==> config.mk <==
export PLATFORM = sky130hd
export DESIGN_NAME = pdcb_config_bank
export DESIGN_NICKNAME = d
export VERILOG_FILES = /design/src/core/pdcb_pkg.sv /design/src/core/pdcb_config_bank.sv
export SDC_FILE = /design/constraint.sdc
export NUM_CORES = 1
export LEC_CHECK = 0
export BUFFER_PORTS_ARGS = -buffer_cell sky130_fd_sc_hd__buf_2
export CORE_MARGIN = 1.5
export CORE_UTILIZATION = 30
export CTS_BUF_LIST = sky130_fd_sc_hd__clkbuf_4
export CTS_CLUSTER_SIZE = 20
export DETAILED_ROUTE_END_ITERATION = 7
export PLACE_DENSITY_LB_ADDON = 0.2
export SYNTH_ARGS = -nofsm -noshare
export SYNTH_HDL_FRONTEND = slang
export SYNTH_SLANG_ARGS = --single-unit
==> constraint.sdc <==
create_clock -name clk -period 3.61 [get_ports clk]
set_clock_uncertainty 0.15 [all_clocks]
set_input_delay 0.9025 -clock clk [delete_from_list [all_inputs] [get_ports clk]]
set_output_delay 0.9025 -clock clk [all_outputs]
set_load 0.01 [all_outputs]
==> src/core/pdcb_pkg.sv <==
`default_nettype none

package pdcb_pkg;

    // ------------------------------------------------------------
    // bank geometry and register indices
    // ------------------------------------------------------------
    localparam int             REG_COUNT        = 42;
    localparam int             IDX_W            = 6;
    localparam logic [5:0]     IDX_LIMIT        = 6'h2A;
    localparam int             IDX_SUPPLY_CTRL  = 0;
    localparam int             IDX_SUPPLY_WIN   = 1;
    localparam int             IDX_GENERAL_ONE  = 2;
    localparam int             IDX_GENERAL_THR  = 3;
    localparam int             IDX_PIN_BASE     = 4;
    localparam int             IDX_STARTUP_PIN  = 15;
    localparam int             IDX_LEVELS_LOW   = 16;
    localparam int             IDX_LEVELS_HIGH  = 17;
    localparam int             IDX_GROUP_BASE   = 18;
    localparam int             IDX_ACTION_ONE   = 21;
    localparam int             IDX_ACTION_TWO   = 22;
    localparam int             IDX_TRIG_BASE    = 23;
    localparam int             IDX_IRQ_BASE     = 26;
    localparam int             IRQ_REGS         = 16;
    localparam int             IDX_SUPPLY_IRQ   = 31;

    // ------------------------------------------------------------
    // field positions
    // ------------------------------------------------------------
    localparam int             MON_EN_BIT       = 0;
    localparam int             MON_FSEL_LSB     = 1;
    localparam logic [1:0]     MON_FSEL_20US    = 2'h1;
    localparam int             FAST_OVP_BIT     = 0;
    localparam int             LP_DISABLES_BIT  = 0;
    localparam int             PIN_OD_BIT       = 0;
    localparam int             PIN_DIR_BIT      = 1;
    localparam int             PIN_SEL_LSB      = 2;
    localparam logic [2:0]     PIN_SEL_PLAIN    = 3'h0;
    localparam int             PIN_FILT_BIT     = 7;
    localparam int             START_SEL_LSB    = 0;
    localparam logic [1:0]     START_SEL_BUTTON = 2'h1;
    localparam int             START_FILT_BIT   = 4;
    localparam int             START_POL_BIT    = 5;
    localparam int             SUPPLY_OV_MASK   = 0;
    localparam int             SUPPLY_UV_MASK   = 1;
    localparam logic [1:0]     GROUP_SAFETY     = 2'h1;
    localparam logic [1:0]     GROUP_MAIN       = 2'h2;

    typedef enum logic [1:0] {
        PDCB_IMMEDIATE_OFF = 2'h0,
        PDCB_ORDERLY_OFF   = 2'h1,
        PDCB_SAFETY_ERROR  = 2'h2,
        PDCB_MAIN_ERROR    = 2'h3
    } pdcb_action_t;

    // ------------------------------------------------------------
    // power-up defaults, index 41 first
    // ------------------------------------------------------------
    localparam logic [41:0][7:0] BANK_DEFAULTS = {
        8'h00, 8'h00, 8'h00, 8'h00, 8'h0C, 8'h04, 8'h05, 8'h3C,
        8'hFF, 8'hFF, 8'h03, 8'h00, 8'h00, 8'h00, 8'h00, 8'h00,
        8'h15, 8'h55, 8'h55, 8'h01, 8'h1E, 8'h06, 8'hA5, 8'h6A,
        8'h00, 8'h00, 8'h58, 8'h0B, 8'h40, 8'hC0, 8'hCC, 8'hC4,
        8'h02, 8'h02, 8'h02, 8'h02, 8'h08, 8'h04, 8'h01, 8'h02,
        8'h3F, 8'h03
    };

    // ------------------------------------------------------------
    // timing
    // ------------------------------------------------------------
    localparam int             CLK_PERIOD_NS    = 4;
    localparam int             CNT_W            = 24;
    localparam int             PIN_FILTER_NS    = 8000;
    localparam int             SLOW_OV_NS       = 4000;
    localparam int             SUPPLY_FILTER_NS = 20000;
    localparam int             BUTTON_FILTER_MS = 50;
    localparam int             PIN_FILTER_CYC   =
        (PIN_FILTER_NS + CLK_PERIOD_NS - 1) / CLK_PERIOD_NS;
    localparam int             SLOW_OV_CYC      =
        (SLOW_OV_NS + CLK_PERIOD_NS - 1) / CLK_PERIOD_NS;
    localparam int             SUPPLY_FILTER_CYC =
        (SUPPLY_FILTER_NS + CLK_PERIOD_NS - 1) / CLK_PERIOD_NS;
    localparam int             BUTTON_FILTER_CYC =
        (BUTTON_FILTER_MS * 1000000 + CLK_PERIOD_NS - 1) / CLK_PERIOD_NS;

endpackage : pdcb_pkg

`default_nettype wire

==> src/core/pdcb_config_bank.sv <==
`timescale 1ns/1ps
`default_nettype none

module pdcb_config_bank
    import pdcb_pkg::*;
#(
    parameter int unsigned SUPPLY_CYCLES = SUPPLY_FILTER_CYC,
    parameter int unsigned BUTTON_CYCLES = BUTTON_FILTER_CYC
) (
    input  wire logic                 clk,
    input  wire logic                 srst,
    input  wire logic                 nvm_load,
    input  wire logic                 boot_self_test_done,
    input  wire logic                 low_power_mode_enable,
    input  wire logic                 reg_write,
    input  wire logic                 reg_read,
    input  wire logic [IDX_W-1:0]     reg_index,
    input  wire logic [7:0]           reg_wdata,
    output var  logic [7:0]           reg_rdata,
    output var  logic                 reg_rvalid,
    input  wire logic [10:0]          pin_input,
    output var  logic [10:0]          pin_out,
    output var  logic [10:0]          pin_oe,
    output var  logic [10:0]          pin_trigger,
    input  wire logic                 power_button_input,
    output var  logic                 startup_request,
    input  wire logic                 supply_ov_raw,
    input  wire logic                 supply_uv_raw,
    output var  logic                 monitor_active,
    output var  logic                 supply_ov_flag,
    output var  logic                 supply_uv_flag,
    input  wire logic [127:0]         irq_sources,
    output var  logic                 interrupt_pin_oe,
    output var  logic [9:0]           safety_group_members,
    output var  logic [9:0]           main_group_members,
    output var  pdcb_action_t         safety_group_action,
    output var  pdcb_action_t         main_group_action,
    output var  pdcb_action_t         other_group_action,
    output var  pdcb_action_t         severe_fault_action,
    output var  pdcb_action_t         moderate_fault_action
);

    localparam int CH      = 14;
    localparam int CH_STRT = 11;
    localparam int CH_OV   = 12;
    localparam int CH_UV   = 13;

    logic [7:0]       bank [REG_COUNT];
    logic [CH-1:0]    sync1;
    logic [CH-1:0]    sync2;
    logic [CH-1:0]    filt;
    logic [CNT_W-1:0] fcnt  [CH];
    logic [CNT_W-1:0] limit [CH];
    logic [10:0]      levels;
    logic [19:0]      groups;
    logic [127:0]     irq_masks;
    logic             next_monitor_active;

    function automatic logic filter_settled(
        input logic [CNT_W-1:0] cnt,
        input logic [CNT_W-1:0] lim
    );
        return (lim == '0) || (cnt >= lim - CNT_W'(1));
    endfunction : filter_settled

    function automatic logic [1:0] field2(
        input logic [7:0] value,
        input int         lsb
    );
        return value[lsb +: 2];
    endfunction : field2

    // ------------------------------------------------------------
    // register bank
    // ------------------------------------------------------------
    // hardware clear of the supply masks wins over a host write
    always_ff @(posedge clk) begin
        if (srst || nvm_load) begin
            for (int i = 0; i < REG_COUNT; i++) begin
                bank[i] <= BANK_DEFAULTS[i];
            end
        end else begin
            if (reg_write && reg_index < IDX_LIMIT) begin
                bank[reg_index] <= reg_wdata;
            end
            if (boot_self_test_done) begin
                bank[IDX_SUPPLY_IRQ][SUPPLY_OV_MASK] <= 1'b0;
                bank[IDX_SUPPLY_IRQ][SUPPLY_UV_MASK] <= 1'b0;
            end
        end
    end

    always_ff @(posedge clk) begin
        if (srst) begin
            reg_rdata  <= 8'h00;
            reg_rvalid <= 1'b0;
        end else begin
            reg_rvalid <= reg_read;
            reg_rdata  <= (reg_index < IDX_LIMIT) ? bank[reg_index]
                                                  : 8'h00;
        end
    end

    // ------------------------------------------------------------
    // input synchronisers and deglitch filters
    // ------------------------------------------------------------
    always_ff @(posedge clk) begin
        if (srst) begin
            sync1 <= '0;
            sync2 <= '0;
        end else begin
            sync1 <= {supply_uv_raw, supply_ov_raw,
                      power_button_input, pin_input};
            sync2 <= sync1;
        end
    end

    always_comb begin
        for (int i = 0; i < 11; i++) begin
            limit[i] = bank[IDX_PIN_BASE + i][PIN_FILT_BIT]
                     ? CNT_W'(PIN_FILTER_CYC) : '0;
        end
        if (!bank[IDX_STARTUP_PIN][START_FILT_BIT]) begin
            limit[CH_STRT] = '0;
        end else if (field2(bank[IDX_STARTUP_PIN], START_SEL_LSB)
                     == START_SEL_BUTTON) begin
            limit[CH_STRT] = CNT_W'(BUTTON_CYCLES);
        end else begin
            limit[CH_STRT] = CNT_W'(PIN_FILTER_CYC);
        end
        limit[CH_UV] = (field2(bank[IDX_SUPPLY_CTRL], MON_FSEL_LSB)
                        == MON_FSEL_20US) ? CNT_W'(SUPPLY_CYCLES) : '0;
        // slow path unless the fast option is set
        limit[CH_OV] = bank[IDX_GENERAL_ONE][FAST_OVP_BIT]
                     ? limit[CH_UV] : CNT_W'(SLOW_OV_CYC);
    end

    // a changed level must hold for the whole window to pass
    always_ff @(posedge clk) begin
        if (srst) begin
            filt <= '0;
            for (int c = 0; c < CH; c++) begin
                fcnt[c] <= '0;
            end
        end else begin
            for (int c = 0; c < CH; c++) begin
                if (sync2[c] == filt[c]) begin
                    fcnt[c] <= '0;
                end else if (filter_settled(fcnt[c], limit[c])) begin
                    filt[c] <= sync2[c];
                    fcnt[c] <= '0;
                end else begin
                    fcnt[c] <= fcnt[c] + CNT_W'(1);
                end
            end
        end
    end

    // ------------------------------------------------------------
    // pins
    // ------------------------------------------------------------
    assign levels = {bank[IDX_LEVELS_HIGH][2:0], bank[IDX_LEVELS_LOW]};

    // alternate functions own the pad, so only plain pins drive here
    always_ff @(posedge clk) begin
        if (srst) begin
            pin_out     <= '0;
            pin_oe      <= '0;
            pin_trigger <= '0;
        end else begin
            for (int i = 0; i < 11; i++) begin
                if (bank[IDX_PIN_BASE + i][PIN_SEL_LSB +: 3]
                    == PIN_SEL_PLAIN
                    && bank[IDX_PIN_BASE + i][PIN_DIR_BIT]) begin
                    pin_out[i] <= levels[i];
                    pin_oe[i]  <= !bank[IDX_PIN_BASE + i][PIN_OD_BIT]
                                  || !levels[i];
                end else begin
                    pin_out[i] <= 1'b0;
                    pin_oe[i]  <= 1'b0;
                end
                pin_trigger[i] <= bank[IDX_TRIG_BASE + i / 4][2 * (i % 4)]
                                ? bank[IDX_TRIG_BASE + i / 4][2 * (i % 4) + 1]
                                : filt[i];
            end
        end
    end

    always_ff @(posedge clk) begin
        if (srst) begin
            startup_request <= 1'b0;
        end else if (field2(bank[IDX_STARTUP_PIN], START_SEL_LSB)
                     == START_SEL_BUTTON) begin
            startup_request <= !filt[CH_STRT];
        end else begin
            startup_request <= filt[CH_STRT]
                             ^ bank[IDX_STARTUP_PIN][START_POL_BIT];
        end
    end

    // ------------------------------------------------------------
    // supply monitor
    // ------------------------------------------------------------
    assign next_monitor_active = bank[IDX_SUPPLY_CTRL][MON_EN_BIT]
        && !(low_power_mode_enable
             && bank[IDX_GENERAL_THR][LP_DISABLES_BIT]);

    always_ff @(posedge clk) begin
        if (srst) begin
            monitor_active <= 1'b0;
            supply_ov_flag <= 1'b0;
            supply_uv_flag <= 1'b0;
        end else begin
            monitor_active <= next_monitor_active;
            supply_ov_flag <= next_monitor_active && filt[CH_OV];
            supply_uv_flag <= next_monitor_active && filt[CH_UV];
        end
    end

    // ------------------------------------------------------------
    // interrupt pin and group / action decode
    // ------------------------------------------------------------
    always_comb begin
        for (int r = 0; r < IRQ_REGS; r++) begin
            irq_masks[8 * r +: 8] = bank[IDX_IRQ_BASE + r];
        end
    end

    // open drain: enable high pulls the line low
    always_ff @(posedge clk) begin
        if (srst) begin
            interrupt_pin_oe <= 1'b0;
        end else begin
            interrupt_pin_oe <= |(irq_sources & ~irq_masks);
        end
    end

    assign groups = {bank[IDX_GROUP_BASE + 2][3:0],
                     bank[IDX_GROUP_BASE + 1], bank[IDX_GROUP_BASE]};

    always_ff @(posedge clk) begin
        if (srst) begin
            safety_group_members <= '0;
            main_group_members   <= '0;
        end else begin
            for (int k = 0; k < 10; k++) begin
                safety_group_members[k] <= groups[2 * k +: 2]
                                           == GROUP_SAFETY;
                main_group_members[k]   <= groups[2 * k +: 2]
                                           == GROUP_MAIN;
            end
        end
    end

    always_ff @(posedge clk) begin
        if (srst) begin
            safety_group_action   <= PDCB_IMMEDIATE_OFF;
            main_group_action     <= PDCB_IMMEDIATE_OFF;
            other_group_action    <= PDCB_IMMEDIATE_OFF;
            severe_fault_action   <= PDCB_IMMEDIATE_OFF;
            moderate_fault_action <= PDCB_IMMEDIATE_OFF;
        end else begin
            safety_group_action   <= pdcb_action_t'(
                field2(bank[IDX_ACTION_ONE], 0));
            main_group_action     <= pdcb_action_t'(
                field2(bank[IDX_ACTION_ONE], 2));
            other_group_action    <= pdcb_action_t'(
                field2(bank[IDX_ACTION_ONE], 4));
            severe_fault_action   <= pdcb_action_t'(
                field2(bank[IDX_ACTION_ONE], 6));
            moderate_fault_action <= pdcb_action_t'(
                field2(bank[IDX_ACTION_TWO], 0));
        end
    end
endmodule : pdcb_config_bank

`default_nettype wire

==> flow_summary_export.csv <==
group,metric,value,unit
run_status,status,"complete, no violations",
power,intPower,19.2,mW
placed_design,dpl.hpwl,111,mm
yosys,yosysTopAreaCell,"edfxtp_1",
sta,rsz0062_at_grt,"true",
setup_path,rr_worst_depth,10,
sta,layout_min_cycle_time,3.39,ns
min_path,hp-start,"reg_index[3]",
die,fp-row-count,148,
placed_design,io_buffers,239,
die,die_x,409,um
sta,final_max_slew_viol_count,0,
global_routing,grt_pass1_vias,36435,
yosys,netlist_area,0.0493,mm^2
clocking,ctsResizeCount,0,
power,swShare,0.261,
clocking,clk_pin_slew,0.06,ns
cells_and_area,multi_input_area,0.0219,mm^2
min_path,hold_depth,5,
power,clock_power_share,0.406,
sta,max_freq,295,MHz
die,dieArea,0.167,mm^2
drt,wirelength_met1,68.0,mm
setup_path,r2r_end,"fcnt[1][143]",
yosys,yosysWarnings,0,
drt,drtIter0Drc,3161,
setup_path,cp_cell_sequence,"nand2b_1, inv_1, ha_1, nand4_1, or2_2, or3_1, o22ai_1, or4_1, buf_4, nor2_1",
cells_and_area,layout.area.seq,0.0278,mm^2
drt,ant_nets,0,
sta,max_slew.worst_pin.slew,1.19,ns
drt,routed_wl,154,mm
power,power_switching,6.79,mW
drt,top_layer,"met5",
min_path,hold_path_end,"reg_rdata[4]",
setup_path,crit_path_max_incr_delay,0.42,ns
die,core_area,0.163,mm^2
drt,wl_met2,70.0,mm
clocking,worstSkewPairLatency,1.25,ns
global_routing,grt_max_degree,65,
power,pwr-share-comb,0.085,
setup_path,cp-startpoint,"bank[0][1]",
global_routing,grt-ovfl-total,0,
power,p_leak,23.9,nW
clocking,post_cts_buffers,0,
drt,wl_per_cell,20.0,um
die,fp.dieH,409,um
sta,min_period_over_period,0.939,
power,ir_drop,0.330,mV
global_routing,antenna_found_initial,19,
clocking,clk_path_buf_depth,4,
placed_design,place_inst,7147,
placed_design,place_congestion,0.933,
sta,fin_setup_tns,0,ns
power,seqPwrFrac,0.509,
sta,slew_headroom,0.206,
setup_path,required,4.42,ns
die,ios,240,
setup_path,crit_path_end_kind,"flip-flop",
drt,drtPass1Iterations,5,
yosys,synthArstFlopShare,0,
cells_and_area,drive_above_1_share,0.181,
sta,holdWs,0.186,ns
cells_and_area,final_util,0.367,
sta,finalHoldViolCount,0,
power,powerDensity,435,mW/mm^2
yosys,synth_ff_type,"edfxtp_1",
global_routing,grt_first_pass_wirelength,230,mm
setup_path,critPathSlowestCell,"ha_1",
setup_path,r2r_start,"bank[0][1]",
clocking,cts_tree,"done",
cells_and_area,fill_cells,16678,
yosys,syn_inst,4223,
yosys,synth-edff-count,846,
yosys,synth.avg_cell_area,11.7,um^2
global_routing,grt_usage,0.183,
drt,num_vias,36736,
drt,vias_per_cell,4.77,
drt,routed-wl-met3,11.7,mm
die,start_util,0.303,
clocking,numCtsBuffers,303,
setup_path,critical_path_class,"flip-flop to flip-flop",
drt,drc,0,
setup_path,critical_path_arrival,4.20,ns
min_path,hp-class,"input pin to flip-flop",
flow_run,maxCapViolations,0,
setup_path,r2r_slack,0.22,ns
cells_and_area,nNetsFinal,5704,
yosys,synth.area.top_cells,"edfxtp_1 (51%), ha_1 (6.0%), dfxtp_1 (4.9%)",
yosys,yosysSeqAreaShare,0.564,
yosys,ys_types,72,
clocking,htreeDepth,5,
cells_and_area,fin_cells,7701,
setup_path,cp-start-kind,"flip-flop",
sta,setup_viol_count_final,0,
cells_and_area,area_delta_synth_final,21.4,%
clocking,clock-sinks,967,
setup_path,cp_max_fo,17,
power,finalPower,26.0,mW
yosys,synth.top_cell.area_share,0.515,
clocking,root_buffer,"clkbuf_4",
yosys,synth-seq-cells,967,
-- flip-flops by register name, summed over array words and instances, names as in the netlist, 2 cells and up --
| register | cells |
|---|---|
| sync2 | 14 |
| fcnt | 336 |
| bank | 512 |
| pin_out | 11 |
| other_group_action | 2 |
| severe_fault_action | 2 |
| main_group_action | 2 |
| sync1 | 14 |
| filt | 14 |
| pin_trigger | 11 |
| safety_group_action | 2 |
| safety_group_members | 10 |
| main_group_members | 10 |
| pin_oe | 11 |
| moderate_fault_action | 2 |
| reg_rdata | 8 |
-- cells in the mapped netlist (39+ instances only) --
library cell / instances
xnor2_1: 148
nor3_1: 43
a22oi_1: 39
a21oi_1: 114
and3_1: 92
nand4_1: 92
mux2i_1: 60
and2_1: 252
a221oi_1: 67
o21ai_0: 97
edfxtp_1: 846
or3_1: 68
o22ai_1: 54
inv_1: 186
ha_1: 237
and4_1: 39
mux2_2: 53
xor2_1: 174
dfxtp_1: 121
nand2b_1: 46
clkbuf_1: 119
nor2b_1: 84
buf_2: 52
nand3_1: 133
nand2_1: 176
a21o_1: 54
nor2_1: 505
-- layer usage --
metal / global-route usage / vias to the layer above
met1: 0.249 / 17729
met2: 0.289 / 1394
met3: 0.0367 / 305
met4: 0.0651 / 4
li1: - / 17304
met5: 0 / -
-- power groups by stage --
stage	Clock [mW]	Sequential [mW]	Combinational [mW]
3_3_place_gp	0	13.5	2.15
6_report	10.6	13.3	2.21
2_1_floorplan	0	13.2	1.26
4_1_cts	11.0	13.3	2.20
3_5_place_dp	0	13.5	2.16
5_1_grt	11.6	13.3	2.43
-- how the worst max path moves through the flow --
stage / to / slack [ns] / depth (start not counted)
2_1_floorplan: bank[30][0] / 0.40 / 7
3_3_place_gp: reg_rdata[3] / 0.15 / 8
3_5_place_dp: reg_rdata[1] / 0.15 / 8
4_1_cts: fcnt[1][118] / 0.19 / 10
5_1_grt: fcnt[1][140] / -0.07 / 10
6_report: fcnt[1][143] / 0.22 / 10
-- cell type report --
| type | count | area share |
|---|---|---|
| diodes | 12 | 0.000501 |
| multi-input cells | 3390 | 0.366 |
| well taps | 2175 | 0.0454 |
| clock buffers | 446 | 0.0559 |
| clock inverters | 69 | 0.00443 |
| repair buffers | 455 | 0.0517 |
| flip-flops and latches | 967 | 0.465 |
| inverters | 187 | 0.0117 |
-- placed cells by master, fill, tap and decap left out, types with 82 or more instances in the layout --
cell type  netlist  final
buf_2           52    234
buf_4            4    176
nand3_1        133    133
nand4_1         92     92
nor2_1         505    503
and2_1         252    252
dfxtp_1        121    121
and3_1          92     92
ha_1           237    237
xnor2_1        148    148
inv_1          186    185
edfxtp_1       846    846
a21oi_1        114    114
clkbuf_4         0    446
nor2b_1         84     82
nand2_1        176    176
o21ai_0         97     97
conb_1           2    516
xor2_1         174    174
-- worst max-delay path: cells and delay by family, from the launching register on --
kind	cells	cell delay [ns]
adders and majority gates	1	0.42
buffers and inverters	2	0.56
AOI/OAI and AO/OA	1	0.23
DFF	1	0.38
and+or+nand+nor	6	1.35
-- through the flow --
step	setup slack (ns)	cell area, um^2
final	0.219	59900
after global routing	-0.0677	59900
after CTS	0.190	59800
after detailed placement	0.147	56000
after global placement	0.154	56000
after floorplan	0.402	51300
-- repair_timing --
action                                 4_1_cts  5_1_grt
hold buffers                                27        0
endpoints found under the hold margin       87        0
setup endpoints to repair                    0       28
-- logic make-up after synthesis --
logic type | count (synthesis) | synth area share
fa+ha+maj | 237 | 0.0601
buf+inv | 380 | 0.0318
xor+xnor | 322 | 0.0572
mux | 150 | 0.0412
other cells | 2 | 0.000152
compound gates | 546 | 0.0754
simple gates | 1619 | 0.170
flops | 967 | 0.564
No activity file was read; power rests on OpenSTA's default activity.
